$ cat src/hdl/stg_pkg.sv
// Purpose: shared constants and carriers for the spanning tree port gate
// Assumes: apb with 32-bit data, byte addressed, one word per register
// Notes: port mask bit 0 is port 1, bit 1 port 2, bit 2 the host port

package stg_pkg;

  // ==========================================================
  // register map
  localparam int unsigned ADDR_W = 8;
  localparam logic [7:0] OFS_P1_CTRL = 8'h00;
  localparam logic [7:0] OFS_P2_CTRL = 8'h04;
  localparam logic [7:0] OFS_GLB_CTRL = 8'h08;
  localparam logic [7:0] OFS_STATUS = 8'h0c;

  // ==========================================================
  // port control fields (port_one_ctrl_reg_b / port_two_ctrl_reg_b)
  localparam int unsigned BIT_LRN_DIS = 0;
  localparam int unsigned BIT_RX_EN = 1;
  localparam int unsigned BIT_TX_EN = 2;
  localparam logic [2:0] CTRL_RST = 3'h6;

  // ==========================================================
  // global control fields (switch_global_ctrl_h)
  localparam int unsigned BIT_TAIL_EN = 8;
  localparam int unsigned BIT_FL_DYN = 9;
  localparam int unsigned BIT_FL_STA = 10;
  localparam logic TAIL_EN_RST = 1'b0;

  // ==========================================================
  // status fields
  localparam int unsigned ST_CLASS_LSB = 0;
  localparam int unsigned ST_ALLOW_LSB = 4;
  localparam int unsigned ST_FLDYN_LSB = 6;
  localparam int unsigned ST_FLSTA_LSB = 8;

  // ==========================================================
  // forwarding masks, sources, tail tag codes
  localparam int unsigned NPORT = 2;
  localparam int unsigned MSK_HOST = 2;
  localparam logic [2:0] MASK_HOST = 3'h4;
  localparam logic [2:0] MASK_NONE = 3'h0;
  localparam logic [1:0] SRC_HOST = 2'h2;
  localparam logic [1:0] TAG_LOOKUP = 2'h0;

  typedef struct packed {
    logic tx_en;
    logic rx_en;
    logic lrn_dis;
  } stg_port_ctrl_s;

  typedef struct packed {
    logic [1:0] src;
    logic [2:0] ptf1;
    logic ovr;
    logic [1:0] tag;
  } stg_fwd_req_s;

  typedef struct packed {
    logic [2:0] ptf2;
    logic learn;
  } stg_fwd_dec_s;

  typedef enum logic [1:0] {
    STP_FWD,
    STP_LRN,
    STP_DISC,
    STP_OTHER
  } stg_class_e;

endpackage

$ cat src/hdl/stg_gate_top.sv
// Purpose: spanning tree state gating of forwarding, reception and learning
// Assumes: apb slave, zero wait states; lookup and mac logic on pclk
// Notes: decisions answer one cycle after a request
//
// What this block does
// each network port has tx, rx, learn-disable controls
// disable or discarding blocks user traffic both ways
// override static hits still reach the host
// blocking passes only override traffic to host
// listening and learning pass only host traffic
// learning state learns but forwards no user traffic
// forwarding state forwards, receives and learns normally
// learn disable suppresses dynamic entry learning
// flush bits clear port entries when learning disabled
// host sends nothing to disabled or blocking ports
// host discards override frames from discarding ports
// host loads override entries and may transmit later
// host tail tag low bits pick destination port
// control changes apply from the next packet

`timescale 1ns/100ps

module stg_gate_top
#(
  parameter int unsigned ADDR_W = stg_pkg::ADDR_W
)
(
  input wire logic pclk,
  input wire logic presetn,
  input wire logic psel,
  input wire logic penable,
  input wire logic pwrite,
  input wire logic [ADDR_W-1:0] paddr,
  input wire logic [31:0] pwdata,
  input wire logic [3:0] pstrb,
  output logic [31:0] prdata,
  output logic pready,
  output logic pslverr,
  input wire logic [1:0] rx_sof,
  input wire logic [1:0] rx_eof,
  input wire logic [1:0] tx_sof,
  input wire logic [1:0] tx_eof,
  input wire logic [1:0] tx_from_host,
  output logic [1:0] tx_allow,
  input wire logic req_valid,
  input wire stg_pkg::stg_fwd_req_s req,
  output logic dec_valid,
  output stg_pkg::stg_fwd_dec_s dec,
  output logic [1:0] flush_dyn_req,
  output logic [1:0] flush_sta_req,
  input wire logic [1:0] flush_dyn_done,
  input wire logic [1:0] flush_sta_done
);

  typedef struct packed {
    stg_pkg::stg_port_ctrl_s [1:0] ctrl;
    logic tail_en;
    logic [1:0] fl_dyn;
    logic [1:0] fl_sta;
    logic [31:0] rdata;
    logic dv;
    stg_pkg::stg_fwd_dec_s dec;
  } stg_top_s;

  stg_top_s st_reg;
  stg_top_s st_next;
  stg_pkg::stg_port_ctrl_s [1:0] rx_ctrl;
  logic [1:0] allow;

  // ==========================================================
  // per-port packet boundary snapshots
  // a frame keeps the setting it started with, whatever software writes
  genvar gp;
  generate
    for (gp = 0; gp < stg_pkg::NPORT; gp++)
    begin : g_port
      stg_port_gate u_gate
      (
        .pclk(pclk),
        .presetn(presetn),
        .ctrl(st_reg.ctrl[gp]),
        .rx_sof(rx_sof[gp]),
        .rx_eof(rx_eof[gp]),
        .tx_sof(tx_sof[gp]),
        .tx_eof(tx_eof[gp]),
        .tx_from_host(tx_from_host[gp]),
        .rx_ctrl(rx_ctrl[gp]),
        .tx_allow(allow[gp])
      );
    end
  endgenerate

  // ==========================================================
  // helpers
  // listening, blocking and disable share one setting: software keeps
  // track of which of them it means
  function automatic logic [1:0] class_of(input stg_pkg::stg_port_ctrl_s c);
    stg_pkg::stg_class_e k;
    k = stg_pkg::STP_OTHER;
    if (c.tx_en && c.rx_en && !c.lrn_dis)
    begin
      k = stg_pkg::STP_FWD;
    end
    else if (!c.tx_en && !c.rx_en && !c.lrn_dis)
    begin
      k = stg_pkg::STP_LRN;
    end
    else if (!c.tx_en && !c.rx_en)
    begin
      k = stg_pkg::STP_DISC;
    end
    return k;
  endfunction

  // only the low byte decodes; a wider bus aliases the map
  function automatic logic addr_hit(input logic [ADDR_W-1:0] a);
    logic [7:0] a8;
    a8 = a[7:0];
    return (a8 == stg_pkg::OFS_P1_CTRL) || (a8 == stg_pkg::OFS_P2_CTRL)
      || (a8 == stg_pkg::OFS_GLB_CTRL) || (a8 == stg_pkg::OFS_STATUS);
  endfunction

  // ==========================================================
  // apb handshake
  logic acc;
  logic wr;
  logic [7:0] a8;

  assign a8 = paddr[7:0];
  assign acc = psel & penable;
  assign wr = acc & pwrite & addr_hit(paddr);
  // no wait states: read data is prepared in the setup cycle
  assign pready = 1'b1;
  assign pslverr = acc & ~addr_hit(paddr);
  // writes to the read-only status word are dropped without an error

  // ==========================================================
  // next state
  always_comb
  begin
    logic [31:0] rd;
    logic [2:0] m;
    logic lrn;
    int unsigned p;
    int unsigned o;
    rd = 32'h0000_0000;
    m = stg_pkg::MASK_NONE;
    lrn = 1'b1;
    p = 0;
    o = 1;
    st_next = st_reg;

    // flush completion first, so a fresh write still sets the bit
    for (int i = 0; i < stg_pkg::NPORT; i++)
    begin
      if (flush_dyn_done[i])
      begin
        st_next.fl_dyn[i] = 1'b0;
      end
      if (flush_sta_done[i])
      begin
        st_next.fl_sta[i] = 1'b0;
      end
    end

    if (wr && pstrb[0] && a8 == stg_pkg::OFS_P1_CTRL)
    begin
      st_next.ctrl[0] = pwdata[stg_pkg::BIT_TX_EN:stg_pkg::BIT_LRN_DIS];
    end
    if (wr && pstrb[0] && a8 == stg_pkg::OFS_P2_CTRL)
    begin
      st_next.ctrl[1] = pwdata[stg_pkg::BIT_TX_EN:stg_pkg::BIT_LRN_DIS];
    end
    // one write starts a flush; the bits read back as pending until done
    if (wr && pstrb[1] && a8 == stg_pkg::OFS_GLB_CTRL)
    begin
      st_next.tail_en = pwdata[stg_pkg::BIT_TAIL_EN];
      for (int i = 0; i < stg_pkg::NPORT; i++)
      begin
        // only ports with learning off are flushed
        if (pwdata[stg_pkg::BIT_FL_DYN] && st_reg.ctrl[i].lrn_dis)
        begin
          st_next.fl_dyn[i] = 1'b1;
        end
        if (pwdata[stg_pkg::BIT_FL_STA] && st_reg.ctrl[i].lrn_dis)
        begin
          st_next.fl_sta[i] = 1'b1;
        end
      end
    end

    // read mux, captured in the setup cycle
    case (a8)
      stg_pkg::OFS_P1_CTRL:
      begin
        rd[stg_pkg::BIT_TX_EN:stg_pkg::BIT_LRN_DIS] = st_reg.ctrl[0];
      end
      stg_pkg::OFS_P2_CTRL:
      begin
        rd[stg_pkg::BIT_TX_EN:stg_pkg::BIT_LRN_DIS] = st_reg.ctrl[1];
      end
      stg_pkg::OFS_GLB_CTRL:
      begin
        rd[stg_pkg::BIT_TAIL_EN] = st_reg.tail_en;
        rd[stg_pkg::BIT_FL_DYN] = |st_reg.fl_dyn;
        rd[stg_pkg::BIT_FL_STA] = |st_reg.fl_sta;
      end
      stg_pkg::OFS_STATUS:
      begin
        // taken in the setup cycle, so it may lag a change by one clock
        rd[stg_pkg::ST_CLASS_LSB +: 2] = class_of(st_reg.ctrl[0]);
        rd[stg_pkg::ST_CLASS_LSB + 2 +: 2] = class_of(st_reg.ctrl[1]);
        rd[stg_pkg::ST_ALLOW_LSB +: 2] = allow;
        rd[stg_pkg::ST_FLDYN_LSB +: 2] = st_reg.fl_dyn;
        rd[stg_pkg::ST_FLSTA_LSB +: 2] = st_reg.fl_sta;
      end
      default:
      begin
        rd = 32'h0000_0000;
      end
    endcase
    if (psel && !penable && !pwrite)
    begin
      st_next.rdata = rd;
    end

    // forwarding decision
    if (req.src == stg_pkg::SRC_HOST)
    begin
      if (st_reg.tail_en && req.tag != stg_pkg::TAG_LOOKUP)
      begin
        // directed frames skip lookup and the tx gate
        // (the host keeps them away from blocked ports)
        m = {1'b0, req.tag};
      end
      else
      begin
        m = req.ptf1 & {1'b0, st_reg.ctrl[1].tx_en, st_reg.ctrl[0].tx_en};
      end
      lrn = 1'b1;
    end
    else
    begin
      p = (req.src == 2'h1) ? 1 : 0;
      o = 1 - p;
      // ingress uses the frame snapshot, egress the live enable; the tx
      // gate of the other port holds a frame already on its way out
      if (rx_ctrl[p].rx_en)
      begin
        m = req.ptf1;
        m[o] = req.ptf1[o] & st_reg.ctrl[o].tx_en;
        m[p] = 1'b0;
      end
      else if (req.ovr)
      begin
        // frames the host asked for, even while receive is off
        m = stg_pkg::MASK_HOST;
      end
      else
      begin
        m = stg_pkg::MASK_NONE;
      end
      lrn = ~rx_ctrl[p].lrn_dis;
    end
    st_next.dv = req_valid;
    if (req_valid)
    begin
      st_next.dec.ptf2 = m;
      st_next.dec.learn = lrn;
    end
  end

  // ==========================================================
  // state register
  always_ff @(posedge pclk or negedge presetn)
  begin
    if (!presetn)
    begin
      // both ports come up forwarding, so an unconfigured switch bridges
      st_reg.ctrl[0] <= stg_pkg::CTRL_RST;
      st_reg.ctrl[1] <= stg_pkg::CTRL_RST;
      st_reg.tail_en <= stg_pkg::TAIL_EN_RST;
      st_reg.fl_dyn <= 2'h0;
      st_reg.fl_sta <= 2'h0;
      st_reg.rdata <= 32'h0000_0000;
      st_reg.dv <= 1'b0;
      st_reg.dec <= '0;
    end
    else
    begin
      st_reg <= st_next;
    end
  end

  // ==========================================================
  // outputs
  assign prdata = st_reg.rdata;
  // dec holds until the next request; only dec_valid pulses
  assign dec_valid = st_reg.dv;
  assign dec = st_reg.dec;
  assign tx_allow = allow;
  // held until the table engine reports the port done
  assign flush_dyn_req = st_reg.fl_dyn;
  assign flush_sta_req = st_reg.fl_sta;

endmodule

$ cat src/hdl/stg_port_gate.sv
// Purpose: per-port snapshot of state controls at packet boundaries
// Assumes: sof/eof are single-cycle pulses from same-clock mac logic
// Notes: live controls are taken only between packets

`timescale 1ns/100ps

module stg_port_gate
(
  input wire logic pclk,
  input wire logic presetn,
  input wire stg_pkg::stg_port_ctrl_s ctrl,
  input wire logic rx_sof,
  input wire logic rx_eof,
  input wire logic tx_sof,
  input wire logic tx_eof,
  input wire logic tx_from_host,
  output stg_pkg::stg_port_ctrl_s rx_ctrl,
  output logic tx_allow
);

  typedef struct packed {
    stg_pkg::stg_port_ctrl_s snap;
    logic rx_busy;
    logic allow;
    logic tx_busy;
  } stg_gate_s;

  stg_gate_s st_reg;
  stg_gate_s st_next;

  // ==========================================================
  // snapshot logic
  always_comb
  begin
    st_next = st_reg;
    // a packet in flight keeps the setting it started with
    if (rx_sof || !st_reg.rx_busy)
    begin
      st_next.snap = ctrl;
    end
    if (rx_sof)
    begin
      st_next.rx_busy = 1'b1;
    end
    else if (rx_eof)
    begin
      st_next.rx_busy = 1'b0;
    end
    // host-directed frames may still leave in listening or learning
    if (tx_sof)
    begin
      st_next.allow = ctrl.tx_en | tx_from_host;
      st_next.tx_busy = 1'b1;
    end
    else if (!st_reg.tx_busy)
    begin
      st_next.allow = ctrl.tx_en;
    end
    if (!tx_sof && tx_eof)
    begin
      st_next.tx_busy = 1'b0;
    end
  end

  always_ff @(posedge pclk or negedge presetn)
  begin
    if (!presetn)
    begin
      st_reg <= '{snap: stg_pkg::CTRL_RST, rx_busy: 1'b0, allow: 1'b1, tx_busy: 1'b0};
    end
    else
    begin
      st_reg <= st_next;
    end
  end

  assign rx_ctrl = st_reg.snap;
  assign tx_allow = st_reg.allow;

endmodule

$ cat config.mk
export PLATFORM = sky130hd
export DESIGN_NAME = stg_gate_top
export DESIGN_NICKNAME = d
export VERILOG_FILES = /design/src/hdl/stg_pkg.sv /design/src/hdl/stg_gate_top.sv /design/src/hdl/stg_port_gate.sv
export SDC_FILE = /design/constraint.sdc
export NUM_CORES = 1
export LEC_CHECK = 0
export BUFFER_PORTS_ARGS = -buffer_cell sky130_fd_sc_hd__buf_2
export CORE_MARGIN = 5
export CORE_UTILIZATION = 48
export CTS_CLUSTER_DIAMETER = 120
export DETAILED_ROUTE_END_ITERATION = 7
export PLACE_DENSITY = 0.95
export SYNTH_ARGS = -nofsm -noshare
export SYNTH_HDL_FRONTEND = slang
export SYNTH_SLANG_ARGS = --single-unit
$ cat constraint.sdc
create_clock -name pclk -period 3.7 [get_ports pclk]
set_input_delay 0.185 -clock pclk [delete_from_list [all_inputs] [get_ports pclk]]
set_output_delay 0.185 -clock pclk [all_outputs]
set_load 0.05 [all_outputs]
After elaboration in Yosys (flattened, before gate mapping)
Cells that the tools add are included.
{"block": "classes", "magnitude_cmp": 6, "muxes": 48, "bitwise_logic": 12, "eq_ne": 7, "n_addsub": 1, "n_reduce_logical": 49}
{"operator": "greater-or-equal comparator 32 x 1 -> 1 bit, second input constant", "n": 1}
{"operator": "less-than comparator 32 x 2 -> 1 bit, second input constant", "n": 1}
{"operator": "less-than comparator 32 x 3 -> 1 bit, second input constant", "n": 1}
{"operator": "2-to-1 mux 1 bit", "n": 28}
{"operator": "logical AND 1 bit", "n": 24}
{"operator": "2-to-1 mux 3 bit", "n": 6}
{"operator": "equality test 8 x 4 -> 1 bit, second input constant", "n": 2}
{"operator": "zero test 1 bit", "n": 12}
{"operator": "2-to-1 mux 2 bit", "n": 6}
{"operator": "nonzero test 2 bit", "n": 5}
{"operator": "case mux 3 bit (3 select lines)", "n": 1}
{"operator": "equality test 8 x 3 -> 1 bit, second input constant", "n": 1}
{"operator": "zero test 8 bit", "n": 1}
{"operator": "AND 1 bit", "n": 5}
{"operator": "logical OR 1 bit", "n": 5}
{"operator": "2-to-1 mux 5 bit", "n": 1}
{"operator": "demux 1 bit (select 2 bit)", "n": 2}
{"operator": "2-to-1 mux 4 bit", "n": 1}
{"operator": "!= test 2 bit, second input constant", "n": 2}
{"operator": "case mux 2 bit (2 select lines)", "n": 1}
{"operator": "OR reduction 2 bit", "n": 2}
{"operator": "AND 3 x 2 -> 3 bit", "n": 1}
{"operator": "AND 3 bit", "n": 1}
{"operator": "bitwise mux 3 bit", "n": 1}
{"operator": "other kinds (10)", "n": 12}
{"block": "word_totals", "wordCells": 146, "reg_bits": 37}

Depth between registers and ports, before layout
{"block": "depth", "depth_word": 11, "depth_mapped": 5, "ltp_nobuf": 4}

Modules after synthesis
A second synthesis with hierarchy kept.
{"block": "hier_totals", "cells_unflattened": 213, "area_unflattened_um2": 2272.2}
{"mod": "stg_gate_top", "area_per_inst_um2": 1706.6, "n_inst": 1, "seq_area_each_um2": 680.7, "cells_each": 173}
{"mod": "stg_port_gate", "area_per_inst_um2": 282.8, "n_inst": 2, "seq_area_each_um2": 153.9, "cells_each": 20}

Worst setup path after synthesis
No wires, ideal clock.
{"block": "synth_path", "kind": "input to register", "start": "in paddr[1]", "end": "reg st_reg[45] (netlist name)", "cell_stages": 4, "setup_slack_ns": 2.066, "t_required_ns": 3.575, "setup_time_ns": 0.125, "t_arrival_ns": 1.509, "n_path_buf": 0, "path_cell_list": "or4_4 > nor3_4 > and3_2 > mux2_2"}
{"block": "synth_between", "elab_chain_len": 7}
{"element": "start, declared", "line": "stg_gate_top.sv:33", "source": "input wire logic [ADDR_W-1:0] paddr,"}
{"element": "equality test 8 x 3 -> 1 bit or zero test 8 bit (tied branches)", "line": "stg_gate_top.sv:119, stg_gate_top.sv:170"}
{"element": "logical OR 1 bit", "line": "stg_gate_top.sv:119", "source": "return (a8 == stg_pkg::OFS_P1_CTRL) || (a8 == stg_pkg::OFS_P2_CTRL)"}
{"element": "logical OR 1 bit (2 in series)", "line": "stg_gate_top.sv:120", "source": "|| (a8 == stg_pkg::OFS_GLB_CTRL) || (a8 == stg_pkg::OFS_STATUS);"}
{"element": "AND 1 bit", "line": "stg_gate_top.sv:131", "source": "assign wr = acc & pwrite & addr_hit(paddr);"}
{"element": "logical AND 1 bit", "line": "stg_gate_top.sv:170", "source": "if (wr && pstrb[0] && a8 == stg_pkg::OFS_P2_CTRL)"}
{"element": "logical AND 1 bit *", "line": "stg_gate_top.sv:170"}
Every way passes the cells marked *; elsewhere a longest branch is shown, timed or not.
A chain may end at the register's enable or synchronous reset.

Final worst setup path
{"block": "layout_path", "start": "in paddr[1]", "end": "out pslverr"}
{"block": "layout_between", "elab_chain_len": 6}
{"element": "equality test 8 x 3 -> 1 bit or zero test 8 bit (tied branches)", "line": "stg_gate_top.sv:119"}
{"element": "logical OR 1 bit", "line": "stg_gate_top.sv:119"}
{"element": "logical OR 1 bit", "line": "stg_gate_top.sv:120"}
{"element": "logical OR 1 bit *", "line": "stg_gate_top.sv:120"}
{"element": "inverter 1 bit *", "line": "stg_gate_top.sv:134", "source": "assign pslverr = acc & ~addr_hit(paddr);"}
{"element": "AND 1 bit *", "line": "stg_gate_top.sv:134"}
{"element": "end, declared", "line": "stg_gate_top.sv:38", "source": "output logic pslverr,"}
Marked as above.

==> insert_results.sql <==
INSERT INTO impl_metrics (metric_group, metric, value, unit) VALUES
('final_layout', 'share_of_final_layout_standard_cells_stronger_than_drive_strength_1', '36.0', '%'),
('routing', 'wirelength_met1', '1760', 'um'),
('global_route', 'first_global_vias', '1656', ''),
('logic_synthesis', 'synth-seq-cells', '37', ''),
('die', 'fp-row-count', '24', ''),
('power', 'combinationalPowerShare', '16.3', '%'),
('routing', 'drtIter0Drc', '86', ''),
('clock_tree', 'max_h_tree_level', '2', ''),
('sta', 'fmax', '631', 'MHz'),
('die', 'dieArea', '5820', 'sq um'),
('global_route', 'antenna_found_initial', '0', ''),
('place', 'buffer_ports.inserted', '66', ''),
('run_status', 'violations', 'negative hold slack', ''),
('worst_setup_path', 'class_of_the_most_critical_setup_path', 'primary input to primary output', ''),
('sta', 'final.period_utilization', '42.8', '%'),
('clock_tree', 'cts_tree', 'done', ''),
('worst_setup_path', 'crit_arrival', '1.40', 'ns'),
('clock_tree', 'cts.clk_slew.worst_paths', '0.08', 'ns'),
('routing', 'antenna_violating_nets_post_route', '0', ''),
('routing', 'detail_route.vias_per_cell', '4.91', ''),
('power', 'power.static_leakage', '1.20', 'nW'),
('sta', 'grt_setup_unrepaired', 'no', ''),
('die', 'starting_density', '48.8', '%'),
('final_layout', 'largest_register_ffs', '11', ''),
('sta', 'report.final.hold_viol_count', '12', ''),
('power', 'sw_frac_of_total', '28.0', '%'),
('clock_tree', 'insertion_delay', '0.29', 'ns'),
('logic_synthesis', 'asyncSetResetFlopFracSynth', '100', '%'),
('final_layout', 'post_layout_nonfiller_instances', '319', ''),
('sta', 'whs', '-0.0208', 'ns'),
('clock_tree', 'holdBufCountCts', '0', ''),
('sta', 'skew', '0.0124', 'ns'),
('routing', 'post-route-drc-count', '0', ''),
('routing', 'drtPass1Iterations', '4', ''),
('clock_tree', 'ctsRootBufferMaster', 'sky130_fd_sc_hd__clkbuf_8', ''),
('routing', 'avgRoutedWirePerCell', '13.8', 'um'),
('logic_synthesis', 'post_synth.cell_area_avg', '9.55', 'sq um'),
('place', 'finalWeightedCongestion', '0.811', ''),
('min_path', 'worstHoldPathType', 'primary input to async pin', ''),
('place', 'dp_cells', '312', ''),
('power', 'max-vdd-ir-drop', '201', 'uV'),
('clock_tree', 'clock_path_buffers', '2', ''),
('logic_synthesis', 'yosys_warnings', '0', ''),
('routing', 'routed.top_layer', 'met4', ''),
('worst_setup_path', 'worstSetupStartpointType', 'primary input', ''),
('routing', 'route.vias.total', '1567', ''),
('power', 'internal-power', '646', 'uW'),
('sta', 'timing.setup.tns', '0', 'ns'),
('power', 'switchingPower', '252', 'uW'),
('global_route', 'global_route.overflow_total', '0', ''),
('logic_synthesis', 'yosys_most_used_dff', 'sky130_fd_sc_hd__dfrtp_1', ''),
('run_status', 'outcome', 'finished with violations', ''),
('logic_synthesis', 'netlist-cell-type-count', '40', ''),
('final_layout', 'multi_input_area', '860', 'sq um'),
('logic_synthesis', 'synth_area', '2110', 'sq um'),
('place', 'post-dp-hpwl', '3530', 'um'),
('sta', 'finalMaxSlewViolations', '0', ''),
('clock_tree', 'postCtsResizedCells', '0', ''),
('routing', 'total_wire_length', '4420', 'um'),
('clock_tree', 'cts.sinks', '37', ''),
('worst_setup_path', 'worstPathMaxFanout', '9', ''),
('global_route', 'track_usage', '15.7', '%'),
('power', 'seq_power_share', '47.0', '%'),
('job', 'max_cap_violations', '0', ''),
('routing', 'met2RoutedLength', '2280', 'um'),
('routing', 'detailroute.wirelength.met3', '356', 'um'),
('final_layout', 'syn2layout_area_growth', '11.2', '%'),
('worst_setup_path', 'critPathRequiredTime', '3.51', 'ns'),
('logic_synthesis', 'yosysSeqAreaShare', '44.3', '%'),
('die', 'placeableCoreArea', '4320', 'sq um'),
('sta', 'setup_viol', '0', '');
cell usage after synthesis (2+ instances only):
library cell / instances / area [sq um]
sky130_fd_sc_hd__o21ai_0: 11 / 55.1
sky130_fd_sc_hd__nand3_1: 6 / 30.0
sky130_fd_sc_hd__clkbuf_1: 4 / 15.0
sky130_fd_sc_hd__buf_4: 43 / 323
sky130_fd_sc_hd__mux2i_1: 3 / 30.0
sky130_fd_sc_hd__o22ai_1: 3 / 18.8
sky130_fd_sc_hd__o31ai_1: 4 / 30.0
sky130_fd_sc_hd__a22o_1: 4 / 35.0
sky130_fd_sc_hd__dfrtp_1: 29 / 726
sky130_fd_sc_hd__nand2_1: 25 / 93.8
sky130_fd_sc_hd__nor2b_1: 7 / 43.8
sky130_fd_sc_hd__dfstp_2: 8 / 210
sky130_fd_sc_hd__a21o_1: 4 / 30.0
sky130_fd_sc_hd__nand2b_1: 3 / 18.8
sky130_fd_sc_hd__nor2_1: 11 / 41.3
sky130_fd_sc_hd__a21oi_1: 5 / 25.0
sky130_fd_sc_hd__conb_1: 2 / 7.51
sky130_fd_sc_hd__and3b_1: 2 / 17.5
sky130_fd_sc_hd__o211ai_1: 2 / 15.0
sky130_fd_sc_hd__a31oi_1: 3 / 18.8
sky130_fd_sc_hd__inv_1: 14 / 52.6
sky130_fd_sc_hd__mux2_2: 10 / 113
worst max-delay path, stage by stage:
cell and delay (ns):
sky130_fd_sc_hd__buf_2 0.10, sky130_fd_sc_hd__or4_4 0.53, sky130_fd_sc_hd__nor3_4 0.28, sky130_fd_sc_hd__nor2_1 0.08, sky130_fd_sc_hd__buf_2 0.22
kinds of logic after synthesis:
logic type,after synthesis,synth area share [%]
AND/OR/NAND/NOR,64,15.9
flip-flops,37,44.3
other,2,0.356
AO/OA/AOI/OAI,42,13.3
XOR/XNOR,2,0.830
buffers and inverters,61,18.5
multiplexers,13,6.76
final timing paths:
path | from | end | cells after the start
setup reg to reg | st_reg[47]$_DFFE_PN1P_ | prdata[2]$_DFFE_PN0P_ | 4
max in group asynchronous | presetn | dec[0]$_DFFE_PN0P_ | 1
hold reg to reg | g_port[1].u_gate.st_reg[2]$_DFFE_PN0P_ | g_port[1].u_gate.st_reg[2]$_DFFE_PN0P_ | 1
setup / recovery | paddr[1] | pslverr | 5
hold / removal | presetn | flush_dyn_req[1]$_DFF_PN0_ | 1
min in group pclk | flush_sta_done[1] | flush_sta_req[1]$_DFF_PN0_ | 2
metrics by stage:
stage | utilization [%] | total power, mW | worst slack [ns] | cell area [sq um] | hold slack, ns
4_1_cts | 54.3 | 0.907 | 2.11 | 2350 | 0.0126
6_report | 54.3 | 0.898 | 2.12 | 2350 | -0.0208
2_1_floorplan | - | 0.553 | 2.07 | 2190 | -0.111
3_5_place_dp | 51.9 | 0.577 | 1.86 | 2240 | 0.326
3_3_place_gp | 51.9 | 0.573 | 1.87 | 2240 | 0.312
5_1_grt | 54.3 | 0.940 | 2.02 | 2350 | 0.0577
area by class of cell:
type	instances	area share (%)
flip-flops and latches	37	39.9
multi-input cells	143	36.6
repair buffers	66	14.1
clock buffers	5	2.93
well taps	52	2.77
inverters	14	2.24
clock inverters	2	1.49
power by group through the flow:
stage	Combinational, mW	Sequential [mW]	Clock, mW
after floorplan	0.123	0.430	0
after global placement	0.144	0.429	0
after detailed placement	0.147	0.430	0
after CTS	0.147	0.422	0.338
after global routing	0.159	0.424	0.357
final	0.146	0.422	0.330
layout by cell type (no fill, tap or decap), drive strengths merged, types with 2 or more instances in the layout:
cell type	count
nor2	11
a22o	4
a31oi	3
mux2i	3
dfstp	8
nand2	25
inv	14
and2	2
and3b	2
o22ai	3
dfrtp	29
a21oi	5
nor2b	7
clkbuf	5
o21ai	11
mux2	10
o211ai	2
nand2b	3
conb	22
o31ai	4
buf	66
and3	2
a21o	4
nand3	6
metal layers:
metal  track usage (%)  up-vias
met5                 0        -
met4              4.55        0
met3              6.15        2
met2              27.5       51
met1              17.5      730
li1                  -      784
No activity file was read; power rests on OpenSTA's default activity.
